==> src/core/gcs_pkg.sv <==
// package: register map, field layout, reset values and timing of the port bank config
// What this block does
// - autosleep code 0 off, 1..6 give 8192..256 ms, 7 gives 256 ms, resets 7
// - rotary-select bit set makes the top two ports a rotary input pair
// - timeout interrupt enable set raises port interrupt on every bus timeout
// - reading the bus-timeout flag register releases the timeout interrupt
// - enable clear shuts down PWM, constant-current drive and input sensing
// - enable clear freezes registers 0x41 and 0x42 and ignores host writes to them; the 0x48 flag still sets and clears
// - enable clear leaves output pins following their own programmed settings
// - enable clear together with key-scan sleep shuts down the whole part
// - enable set keeps PWM, drive and all ports running even when key-scan sleeps
// - writing one to the reset bit returns registers 0x40..0x5F, all but the 0x48 bus-timeout flag, to power-on values
// - the reset bit clears itself and always reads back zero
// - fading ramps intensity between common PWM and zero in 16 equal steps
// - fade code 0 off, 1..5 give 256..4096 ms, 6 and 7 give 8192 and 16384 ms, resets 0
// - one direction bit per port, one is output, all ports reset to inputs
// - debounce register has reserved upper bits and a debounce time field below
// - global config resets to zero and its reserved bit always stays zero
package gcs_pkg;
    // register offsets
    localparam logic [7:0] OFS_KEY_SLEEP = 8'h06;
    localparam logic [7:0] OFS_GLOBAL = 8'h40;
    localparam logic [7:0] OFS_DIRECTION = 8'h41;
    localparam logic [7:0] OFS_DEBOUNCE = 8'h42;
    localparam logic [7:0] OFS_TIMEOUT_FLAG = 8'h48;
    localparam logic [7:0] OFS_BANK_LAST = 8'h5f;
    // reset values
    localparam logic [2:0] RST_SLEEP_CODE = 3'h7;
    localparam logic [7:0] RST_GLOBAL = 8'h00;
    localparam logic [7:0] RST_DIRECTION = 8'h00;
    localparam logic [4:0] RST_DEBOUNCE = 5'h00;
    // global config fields, then sleep code and debounce field widths
    localparam int BIT_ROTARY = 7;
    localparam int BIT_RSVD = 6;
    localparam int BIT_TO_INT_EN = 5;
    localparam int BIT_BANK_EN = 4;
    localparam int BIT_BANK_RESET = 3;
    localparam int SLEEP_CODE_W = 3;
    localparam int DEBOUNCE_W = 5;
    // timing
    localparam int CLK_HZ = 100_000_000;
    localparam int MS_PER_S = 1000;
    localparam int TICK_MS_CYCLES = CLK_HZ / MS_PER_S;
    localparam int SLEEP_MAX_MS = 8192;
    localparam int SLEEP_MIN_MS = 256;
    localparam int FADE_MIN_MS = 256;
    localparam int FADE_STEPS = 16;
    localparam int FADE_STEP_MIN_MS = FADE_MIN_MS / FADE_STEPS;
    localparam int MS_CNT_W = 14;
    localparam logic [2:0] SLEEP_CODE_OFF = 3'h0;
    localparam logic [2:0] SLEEP_CODE_MIN = 3'h6;
    localparam logic [2:0] FADE_CODE_OFF = 3'h0;

    typedef struct packed {
        logic rotary;
        logic rsvd;
        logic to_int_en;
        logic bank_en;
        logic bank_reset;
        logic [2:0] fade;
    } gcs_global_s;

    typedef enum logic [1:0] {
        FADE_IDLE = 2'h0,
        FADE_HELD = 2'h1,
        FADE_RAMP = 2'h3
    } gcs_fade_e;
endpackage : gcs_pkg

==> src/core/gcs_port_bank.sv <==
// file: port bank global config, direction, debounce, autosleep and fade logic
`timescale 1ns/1ps
module gcs_port_bank #(
    parameter int TICK_CYCLES = gcs_pkg::TICK_MS_CYCLES,
    parameter int PORTS = 8
) (
    // clock and reset
    input wire logic clk_sys,
    input wire logic srst,
    // register access from the serial engine
    input wire logic [7:0] reg_addr,
    input wire logic reg_wr,
    input wire logic [7:0] reg_wdata,
    input wire logic reg_rd,
    output logic [7:0] reg_rdata,
    output logic reg_rd_hit,
    // serial engine and key-scan events
    input wire logic bus_timeout,
    input wire logic key_activity,
    input wire logic key_sleep_bit,
    // pwm side
    input wire logic [7:0] common_pwm,
    input wire logic fade_up,
    output logic [7:0] fade_level,
    output logic pwm_en,
    output logic cc_en,
    output logic full_shutdown,
    output logic key_sleep_req,
    // shared register bank control
    output logic bank_wr_en,
    output logic bank_soft_reset,
    // ports
    input wire logic [PORTS-1:0] general_input_pin,
    input wire logic [PORTS-1:0] port_out_level,
    output logic [PORTS-1:0] general_output_pin,
    output logic [PORTS-1:0] port_dir,
    output logic [PORTS-1:0] port_in_value,
    output logic rotary_mode,
    output logic rotary_input_a,
    output logic rotary_input_b,
    output logic port_interrupt_out
);
    ////////////////////////////////////////////////////////////////////////////////
    // registers

    logic [gcs_pkg::SLEEP_CODE_W-1:0] sleep_timeout_select_reg;
    gcs_pkg::gcs_global_s port_bank_global_config_reg;
    logic [PORTS-1:0] port_direction_reg;
    logic [gcs_pkg::DEBOUNCE_W-1:0] port_input_debounce_reg;
    logic timeout_flag_reg;
    logic wr_sleep, wr_global, wr_dir, wr_dbnc, rd_flag, soft_rst;
    logic bank_en;

    assign bank_en = port_bank_global_config_reg.bank_en;
    assign wr_sleep = reg_wr && reg_addr == gcs_pkg::OFS_KEY_SLEEP;
    assign wr_global = reg_wr && reg_addr == gcs_pkg::OFS_GLOBAL;
    // frozen while the bank is off
    assign wr_dir = reg_wr && bank_en && reg_addr == gcs_pkg::OFS_DIRECTION;
    assign wr_dbnc = reg_wr && bank_en && reg_addr == gcs_pkg::OFS_DEBOUNCE;
    assign rd_flag = reg_rd && reg_addr == gcs_pkg::OFS_TIMEOUT_FLAG;
    assign soft_rst = wr_global && reg_wdata[gcs_pkg::BIT_BANK_RESET];

    always_ff @(posedge clk_sys) begin
        if (srst) begin
            sleep_timeout_select_reg <= gcs_pkg::RST_SLEEP_CODE;
        end else if (wr_sleep) begin
            // upper bits reserved, kept out of storage
            sleep_timeout_select_reg <= reg_wdata[gcs_pkg::SLEEP_CODE_W-1:0];
        end
    end

    always_ff @(posedge clk_sys) begin
        if (srst || soft_rst) begin
            port_bank_global_config_reg <= gcs_pkg::RST_GLOBAL;
        end else if (wr_global) begin
            port_bank_global_config_reg <= reg_wdata;
            port_bank_global_config_reg.rsvd <= 1'b0;
            port_bank_global_config_reg.bank_reset <= 1'b0;
        end
    end

    always_ff @(posedge clk_sys) begin
        if (srst || soft_rst) begin
            port_direction_reg <= gcs_pkg::RST_DIRECTION;
            port_input_debounce_reg <= gcs_pkg::RST_DEBOUNCE;
        end else begin
            if (wr_dir) begin
                port_direction_reg <= reg_wdata[PORTS-1:0];
            end
            if (wr_dbnc) begin
                port_input_debounce_reg <= reg_wdata[gcs_pkg::DEBOUNCE_W-1:0];
            end
        end
    end

    // timeout flag: a new timeout in the read cycle wins over the release
    always_ff @(posedge clk_sys) begin
        if (srst) begin
            timeout_flag_reg <= 1'b0;
        end else if (bus_timeout && port_bank_global_config_reg.to_int_en) begin
            timeout_flag_reg <= 1'b1;
        end else if (rd_flag) begin
            timeout_flag_reg <= 1'b0;
        end
    end

    // read answer one cycle after the strobe
    always_ff @(posedge clk_sys) begin
        if (srst) begin
            reg_rdata <= 8'h00;
            reg_rd_hit <= 1'b0;
        end else if (reg_rd) begin
            reg_rd_hit <= 1'b1;
            unique case (reg_addr)
                gcs_pkg::OFS_KEY_SLEEP: reg_rdata <= {5'h00, sleep_timeout_select_reg};
                gcs_pkg::OFS_GLOBAL: reg_rdata <= port_bank_global_config_reg;
                gcs_pkg::OFS_DIRECTION: reg_rdata <= port_direction_reg;
                gcs_pkg::OFS_DEBOUNCE: reg_rdata <= {3'h0, port_input_debounce_reg};
                default: begin
                    reg_rdata <= 8'h00;
                    reg_rd_hit <= 1'b0;
                end
            endcase
        end else begin
            reg_rd_hit <= 1'b0;
        end
    end

    ////////////////////////////////////////////////////////////////////////////////
    // millisecond tick

    logic [$clog2(TICK_CYCLES)-1:0] tick_cnt_reg;
    logic ms_tick_reg;

    always_ff @(posedge clk_sys) begin
        if (srst) begin
            tick_cnt_reg <= '0;
            ms_tick_reg <= 1'b0;
        end else if (tick_cnt_reg == $bits(tick_cnt_reg)'(TICK_CYCLES - 1)) begin
            tick_cnt_reg <= '0;
            ms_tick_reg <= 1'b1;
        end else begin
            tick_cnt_reg <= tick_cnt_reg + 1'b1;
            ms_tick_reg <= 1'b0;
        end
    end

    ////////////////////////////////////////////////////////////////////////////////
    // autosleep

    logic [gcs_pkg::MS_CNT_W-1:0] idle_ms_reg;
    logic [gcs_pkg::MS_CNT_W-1:0] sleep_limit;

    // code 7 shares the shortest period with code 6
    always_comb begin
        if (sleep_timeout_select_reg >= gcs_pkg::SLEEP_CODE_MIN) begin
            sleep_limit = gcs_pkg::MS_CNT_W'(gcs_pkg::SLEEP_MIN_MS);
        end else begin
            sleep_limit = gcs_pkg::MS_CNT_W'(gcs_pkg::SLEEP_MAX_MS)
                >> (sleep_timeout_select_reg - 3'h1);
        end
    end

    always_ff @(posedge clk_sys) begin
        if (srst) begin
            idle_ms_reg <= '0;
            key_sleep_req <= 1'b0;
        end else if (key_activity || sleep_timeout_select_reg == gcs_pkg::SLEEP_CODE_OFF) begin
            idle_ms_reg <= '0;
            key_sleep_req <= 1'b0;
        end else if (ms_tick_reg && !key_sleep_req) begin
            if (idle_ms_reg + 1'b1 >= sleep_limit) begin
                key_sleep_req <= 1'b1;
            end
            idle_ms_reg <= idle_ms_reg + 1'b1;
        end
    end

    ////////////////////////////////////////////////////////////////////////////////
    // fade engine

    gcs_pkg::gcs_fade_e fade_state_reg;
    logic [4:0] fade_step_reg;
    logic [gcs_pkg::MS_CNT_W-1:0] fade_ms_reg;
    logic [gcs_pkg::MS_CNT_W-1:0] step_ms;
    logic [2:0] fade_code;
    logic fade_dir_reg;
    logic [12:0] level_prod;

    assign fade_code = port_bank_global_config_reg.fade;
    // 256 ms over 16 steps is 16 ms a step, doubling per code
    assign step_ms = gcs_pkg::MS_CNT_W'(gcs_pkg::FADE_STEP_MIN_MS)
        << (fade_code - 3'h1);
    assign level_prod = common_pwm * fade_step_reg;

    always_ff @(posedge clk_sys) begin
        if (srst || !bank_en || fade_code == gcs_pkg::FADE_CODE_OFF) begin
            fade_state_reg <= gcs_pkg::FADE_IDLE;
            fade_step_reg <= 5'(gcs_pkg::FADE_STEPS);
            fade_ms_reg <= '0;
            fade_dir_reg <= 1'b1;
        end else begin
            unique case (fade_state_reg)
                // full level held, so a low fade_up already means a ramp down
                gcs_pkg::FADE_IDLE: begin
                    fade_state_reg <= gcs_pkg::FADE_HELD;
                end
                gcs_pkg::FADE_HELD: begin
                    if (fade_up != fade_dir_reg) begin
                        fade_dir_reg <= fade_up;
                        fade_ms_reg <= '0;
                        fade_state_reg <= gcs_pkg::FADE_RAMP;
                    end
                end
                gcs_pkg::FADE_RAMP: begin
                    if (fade_up != fade_dir_reg) begin
                        fade_dir_reg <= fade_up;
                        fade_ms_reg <= '0;
                    end else if (ms_tick_reg) begin
                        if (fade_ms_reg + 1'b1 >= step_ms) begin
                            fade_ms_reg <= '0;
                            // one sixteenth of the way per step
                            if (fade_dir_reg) begin
                                fade_step_reg <= fade_step_reg + 5'h1;
                            end else begin
                                fade_step_reg <= fade_step_reg - 5'h1;
                            end
                            if ((fade_dir_reg && fade_step_reg == 5'(gcs_pkg::FADE_STEPS - 1))
                                || (!fade_dir_reg && fade_step_reg == 5'h1)) begin
                                fade_state_reg <= gcs_pkg::FADE_HELD;
                            end
                        end else begin
                            fade_ms_reg <= fade_ms_reg + 1'b1;
                        end
                    end
                end
                default: fade_state_reg <= gcs_pkg::FADE_IDLE;
            endcase
        end
    end

    // with fading off the common value passes straight through
    always_ff @(posedge clk_sys) begin
        if (srst) begin
            fade_level <= 8'h00;
        end else if (!bank_en) begin
            fade_level <= 8'h00;
        end else if (fade_code == gcs_pkg::FADE_CODE_OFF) begin
            fade_level <= common_pwm;
        end else begin
            fade_level <= level_prod[11:4];
        end
    end

    ////////////////////////////////////////////////////////////////////////////////
    // power control

    always_ff @(posedge clk_sys) begin
        if (srst) begin
            pwm_en <= 1'b0;
            cc_en <= 1'b0;
            full_shutdown <= 1'b0;
            bank_wr_en <= 1'b0;
            bank_soft_reset <= 1'b0;
        end else begin
            // enable alone decides pwm_en and cc_en; key-scan sleep enters only full_shutdown
            pwm_en <= bank_en;
            cc_en <= bank_en;
            full_shutdown <= !bank_en && key_sleep_bit;
            bank_wr_en <= bank_en && !soft_rst;
            bank_soft_reset <= soft_rst;
        end
    end

    ////////////////////////////////////////////////////////////////////////////////
    // ports

    logic [PORTS-1:0] sensed;

    for (genvar p = 0; p < PORTS; p++) begin : g_dbnc
        gcs_debounce #(
            .DW(gcs_pkg::DEBOUNCE_W)
        ) u_dbnc (
            .clk_sys(clk_sys),
            .srst(srst),
            .ms_tick(ms_tick_reg),
            .sense_en(bank_en),
            .dbnc_ms(port_input_debounce_reg),
            .raw_in(general_input_pin[p]),
            .stable_out(sensed[p])
        );
    end

    always_ff @(posedge clk_sys) begin
        if (srst) begin
            general_output_pin <= '0;
            port_dir <= '0;
            port_in_value <= '0;
            rotary_mode <= 1'b0;
            rotary_input_a <= 1'b0;
            rotary_input_b <= 1'b0;
            port_interrupt_out <= 1'b0;
        end else begin
            port_dir <= port_direction_reg;
            // open-drain pull-down wherever an output is set low, enable or not
            general_output_pin <= port_direction_reg & ~port_out_level;
            port_in_value <= sensed & ~port_direction_reg;
            rotary_mode <= port_bank_global_config_reg.rotary;
            if (port_bank_global_config_reg.rotary) begin
                rotary_input_a <= sensed[PORTS-2];
                rotary_input_b <= sensed[PORTS-1];
                port_in_value[PORTS-1:PORTS-2] <= 2'h0;
            end else begin
                rotary_input_a <= 1'b0;
                rotary_input_b <= 1'b0;
            end
            port_interrupt_out <= timeout_flag_reg;
        end
    end
endmodule : gcs_port_bank

==> src/core/gcs_debounce.sv <==
// file: one input port debouncer counting millisecond ticks
`timescale 1ns/1ps
module gcs_debounce #(
    parameter int DW = 5
) (
    // clock and reset
    input wire logic clk_sys,
    input wire logic srst,
    // control
    input wire logic ms_tick,
    input wire logic sense_en,
    input wire logic [DW-1:0] dbnc_ms,
    // pin
    input wire logic raw_in,
    output logic stable_out
);
    logic [DW-1:0] stab_cnt_reg;

    always_ff @(posedge clk_sys) begin
        if (srst) begin
            stable_out <= 1'b0;
            stab_cnt_reg <= '0;
        end else if (!sense_en || raw_in == stable_out) begin
            stab_cnt_reg <= '0;
        end else if (dbnc_ms == '0) begin
            stable_out <= raw_in;
            stab_cnt_reg <= '0;
        end else if (ms_tick) begin
            // n ticks of unchanged level before acceptance
            if (stab_cnt_reg + 1'b1 >= dbnc_ms) begin
                stable_out <= raw_in;
                stab_cnt_reg <= '0;
            end else begin
                stab_cnt_reg <= stab_cnt_reg + 1'b1;
            end
        end
    end
endmodule : gcs_debounce

==> config.mk <==
export PLATFORM = sky130hd
export DESIGN_NAME = gcs_port_bank
export DESIGN_NICKNAME = d
export VERILOG_FILES = /design/src/core/gcs_pkg.sv /design/src/core/gcs_port_bank.sv /design/src/core/gcs_debounce.sv
export SDC_FILE = /design/constraint.sdc
export NUM_CORES = 1
export LEC_CHECK = 0
export BUFFER_PORTS_ARGS = -buffer_cell sky130_fd_sc_hd__buf_4
export CAP_MARGIN = 20
export CORE_UTILIZATION = 50
export CTS_CLUSTER_DIAMETER = 150
export CTS_CLUSTER_SIZE = 30
export DETAILED_ROUTE_END_ITERATION = 12
export MAX_ROUTING_LAYER = met4
export PLACE_DENSITY = 0.69
export RECOVER_POWER = 50
export REMOVE_ABC_BUFFERS = 1
export SYNTH_ARGS = -nofsm -noshare
export SYNTH_HDL_FRONTEND = slang
export SYNTH_SLANG_ARGS = --single-unit
==> constraint.sdc <==
create_clock -name clk_sys -period 4.4 [get_ports clk_sys]
set_clock_uncertainty 0.05 [all_clocks]
set_input_delay 0.44 -clock clk_sys [delete_from_list [all_inputs] [get_ports clk_sys]]
set_output_delay 0.44 -clock clk_sys [all_outputs]
set_load 0.02 [all_outputs]
# [Word-level counts from Yosys, hierarchy flattened]
# Cells that the tools add are included.
[totals] word_cells=242 ff_bits=175 output_inout_bits=51
[op_classes] mul=1 n_mux=51 shifts=2 n_addsub=15 reduce_logical=74 n_lt_le_gt_ge=11 bitwise_logic=16 n_eq_ne=25
[op_table] operator="14-bit 2-to-1 mux" n=5
[op_table] operator="5-bit by 1-bit adder with 5-bit output, second input constant" n=9
[op_table] operator="5-bit 2-to-1 mux" n=9
[op_table] operator="5-bit greater-or-equal comparator" n=8
[op_table] operator="8-bit by 7-bit equality test with 1-bit output, second input constant" n=4
[op_table] operator="8-bit one-hot mux with 4 select lines" n=1
[op_table] operator="14-bit by 1-bit adder with 14-bit output, second input constant" n=2
[op_table] operator="14-bit greater-or-equal comparator" n=2
[op_table] operator="1-bit 2-to-1 mux" n=28
[op_table] operator="14-bit one-hot mux with 2 select lines" n=1
[op_table] operator="3-bit AND reduction" n=9
[op_table] operator="3-bit OR reduction" n=8
[op_table] operator="2-bit nonzero test" n=11
[op_table] operator="17-bit by 1-bit adder with 17-bit output, second input constant" n=1
[op_table] operator="17-bit equality test, second input constant" n=1
[op_table] operator="8-bit AND" n=2
[op_table] operator="8-bit inverter" n=2
[op_table] operator="2-bit OR reduction" n=7
[op_table] operator="5-bit by 3-bit left shift with 14-bit output, first input constant" n=1
[op_table] operator="14-bit by 3-bit >> shifter with 14-bit output, first input constant" n=1
[op_table] operator="1-bit logical AND" n=13
[op_table] operator="1-bit logical OR" n=13
[op_table] operator="8-bit by 5-bit multiplier with 12-bit output" n=1
[op_table] operator="1-bit inverter" n=12
[op_table] operator="other kinds (23)" n=44

# [Depth between registers and ports, before layout]
[depth] depth_word=8 depth_mapped=15 ltp_nobuf=14

# [Hierarchy]
# From an unflattened synthesis, not the netlist that was laid out.
[hier_totals] cells_unflattened=1153 hier_area_um2=10142.2
[by_module_without_submodules] module="gcs_port_bank" area_per_inst_um2=6618.8 cells_each=745 n_inst=1
[by_module_without_submodules] module="gcs_debounce" area_per_inst_um2=440.4 cells_each=51 n_inst=8

# [Least setup slack after synthesis]
# Ideal clock, no wire load.
[synth_timing] path_kind="register to register" startpoint="register fade_step_reg[2]" endpoint="register fade_level[7]" stages_incl_launch_ff=14 arrival_ps=3719 slack_ps=507 cell_sequence="dfxtp_1 clkbuf_1 nand2_1 fa_1 fa_1 fa_1 inv_1 ha_1 and3_1 a221o_1 a21oi_1 o31a_1 nor4b_1 nor4_1"
[synth_between] elab_chain_len=2
[synth_lines] element="from (decl)" line="gcs_port_bank.sv:183" source="logic [4:0] fade_step_reg;"
[synth_lines] element="from (signal assigned)" line="gcs_port_bank.sv:199" source="fade_step_reg <= 5'(gcs_pkg::FADE_STEPS);"
[synth_lines] element="from (signal assigned)" line="gcs_port_bank.sv:224" source="fade_step_reg <= fade_step_reg + 5'h1;"
[synth_lines] element="from (signal assigned)" line="gcs_port_bank.sv:226" source="fade_step_reg <= fade_step_reg - 5'h1;"
[synth_lines] element="8-bit by 5-bit multiplier with 12-bit output" line="gcs_port_bank.sv:194" source="assign level_prod = common_pwm * fade_step_reg;"
[synth_lines] element="8-bit 2-to-1 mux" line="gcs_port_bank.sv:248" source="end else if (fade_code == gcs_pkg::FADE_CODE_OFF) begin"
[synth_lines] element="to (signal assigned)" line="gcs_port_bank.sv:249" source="fade_level <= common_pwm;"
[synth_lines] element="to (signal assigned)" line="gcs_port_bank.sv:251" source="fade_level <= level_prod[11:4];"
[synth_lines] element="to (decl)" line="gcs_port_bank.sv:24" source="output logic [7:0] fade_level,"
# No other way between the ends.
# A chain may end at the register's enable or synchronous reset.

# [Worst setup path in the final report]
[layout_timing] startpoint="register fade_step_reg[3]" endpoint="register fade_level[7]"
# Same word-level chain as after synthesis.

==> metrics.txt <==
Non-Filler Instances=1509; crit path kind=flip-flop to flip-flop; Num Clock Sinks=175; r2r worst-path depth=12; Post-CTS Setup Inserts=0; Tmin final=4.129 ns; asr flop ratio synth=0%; status=complete, no violations; first-pass GRT wire length=36840 µm; Top Metal Used=met4; Tcrit/Tclk final=93.85%; Cell Rows=51; initial antenna violation count=0; CP required=4.66 ns; total core area=0.01965 mm²; num ports=99; Rel. slew slack=7.434%; worst hold-check path type=primary input to flip-flop; Critical R2R Capture=fade_level[7]; max reg flops=40; Pre-Repair DR Iteration Count=5; die area=0.02077 mm²; CP Cell Sequence=nand2_1 -> fa_1 -> fa_1 -> fa_1 -> inv_1 -> ha_1 -> and3_1 -> a221o_1 -> a21oi_1 -> o31a_1 -> nor4b_1 -> nor4_1; fraction of layout instances using a drive strength above 1=7.637%; largest net degree at the start of global routing=46; Overflow after GRT=0; Finished Core Util=58.04%; Routed met3 length=900 µm; FF-to-FF setup slack=0.27 ns; EDFF count, synth=0; post-route ant nets=0; clk_lat worst skew=0.44 ns; Tot GR Track Use=23.22%; Setup TNS=0 ns; routability cong.=0.8330; Root Buffer=clkbuf_16; Worst Max-Slew Pin Slew=1.388 ns; Post-Route WL=22300 µm; Port Buf Inserts=98; TritonCTS Buffers=17; Initial Utilization=51.38%; post-CTS resize count=0; Max Cap Viol=0; Slew Viols, Final=0; Yosys cell types=64; DR vias=8195; Worst Hold Path EP=general_output_pin[6]; Post-Syn Area=0.01010 mm²; crit-path most repeated cell=fa_1; chip height=144.1 µm; synthesized flop and latch total=175; CTS tree=built; PnR worst setup slack=0.2708 ns; CTS Buffer Depth=2; crit-path max FO=13; metal2 WL=10250 µm; Crit path largest cell delay=0.54 ns; met1 WL=10820 µm; DP Wirelength=16170 µm; RSZ-0062 raised after global routing=false; Vias/cell=5.431; Hold Path Depth=2; Clock Pin Slew Worst Setup and Hold Paths=0.07 ns; Antenna Cells=0; Hold-fix buffers, CTS=0; vias in the first global route=7710; critical path's slowest cell=dfxtp_1; WL per Instance=14.78 µm; final setup fails=0; cell leakage power=0.004452 µW; Synth Area per Inst=8.742 µm²; Yosys warnings=0; Post-Syn Instances=1155; RR Startpoint=fade_step_reg[3]; Max VDD drop=0.0002279 V; final net count=1387; Seq/Total Area, Yosys=34.70%; number of hold violations in the final report=0; dominant synthesized flop cell=dfxtp_1; htree depth=4; Critical Path Start Type=flip-flop; placed cells=1477; Worst Setup End Kind=flip-flop; post-layout power=3230 µW; hold wc startpoint=port_out_level[6]; area grow syn2layout=12.97%; Iteration-0 DRC Markers=369; crit path DAT=4.38 ns; Place WS=0.2781 ns; remaining routing DRC violations=0; Fmax=242.2 MHz; Die W=144.1 µm; P per Cell Area=283.1 mW/mm²
[metal layers]
metal  up-vias  track usage [%]
li1       4180                -
met2       146            36.92
met4         0            6.999
met1      3843            30.32
met5         -                -
met3        26            3.609
[critical path, delay by kind of cell, from the launching register on]
kind | cells | cell delay [ns]
AO/OA/AOI/OAI | 3 | 0.84
adder cells (fa/ha/maj) | 4 | 1.89
buffers and inverters | 1 | 0.04
flip-flops | 1 | 0.54
AND/OR/NAND/NOR | 4 | 0.65
[worst max path at each step]
stage | start | to | slack, ns
after CTS | fade_step_reg[3] | fade_level[7] | 0.26
after global placement | common_pwm[0] | fade_level[7] | 0.36
after floorplan | fade_step_reg[2] | fade_level[7] | 0.61
final | fade_step_reg[3] | fade_level[7] | 0.27
after detailed placement | common_pwm[0] | fade_level[7] | 0.28
after global routing | fade_step_reg[3] | fade_level[7] | 0.1
[cells in the mapped netlist (all sizes together), types with 16 or more instances]
cell    number  share of area [%]
nand2b      52                3.2
xnor2       46                4.0
inv         45                1.7
nand2      107                4.0
fa          16                3.2
nor2        87                3.3
nand4       20                1.2
a31oi       16               0.99
o21ai       31                1.5
clkbuf      38                1.4
a21oi       78                3.9
mux2i       29                2.9
xor2        35                3.0
nor2b       26                1.6
ha          92                 11
and2        33                2.0
nand3       66                3.4
nand3b      21                1.6
dfxtp      175                 35
[layout make-up]
class | instances | area, µm²
clock buffer | 17 | 425.4
clock inverter | 15 | 170.2
fill | 1860 | 8247
inverter | 47 | 176.4
multi-input combinational | 888 | 6228
sequential | 175 | 3505
tap | 265 | 331.6
timing repair buffer | 102 | 570.5
[placed cells by master (no fill, tap or decap), drive strengths merged, types with 21 or more instances in the layout]
master and instances:
mux2i 29, a21oi 78, nor2 87, xnor2 46
xor2 35, buf 50, inv 53, nand3b 21
and2 33, nand2b 52, dfxtp 175, nand2 107
o21ai 31, nor2b 26, ha 92, nand3 66
clkbuf 69
[cells by family after synthesis]
family / share of synthesized area [%]
AND/OR/NAND/NOR: 25.70
AO/OA/AOI/OAI: 11.43
flip-flops: 34.70
adder cells (fa/ha/maj): 14.57
buffers and inverters: 3.556
XOR/XNOR: 7.026
multiplexers: 2.986
other: 0.03714
[report_power, final]
group          total (µW)  switching (µW)  internal (µW)
sequential           1590            2.31           1590
clock                1530             716            811
combinational         115            65.7           49.3
total                3230             784           2450
[per-stage QoR]
step	instance area, µm²	hold WS (ns)
floorplan	9915	0.3675
global placement	11020	0.3835
detailed placement	11020	0.3889
CTS	11610	0.08627
global route	11410	0.08357
finish	11410	0.09739
No activity file was read; power rests on OpenSTA's default activity.
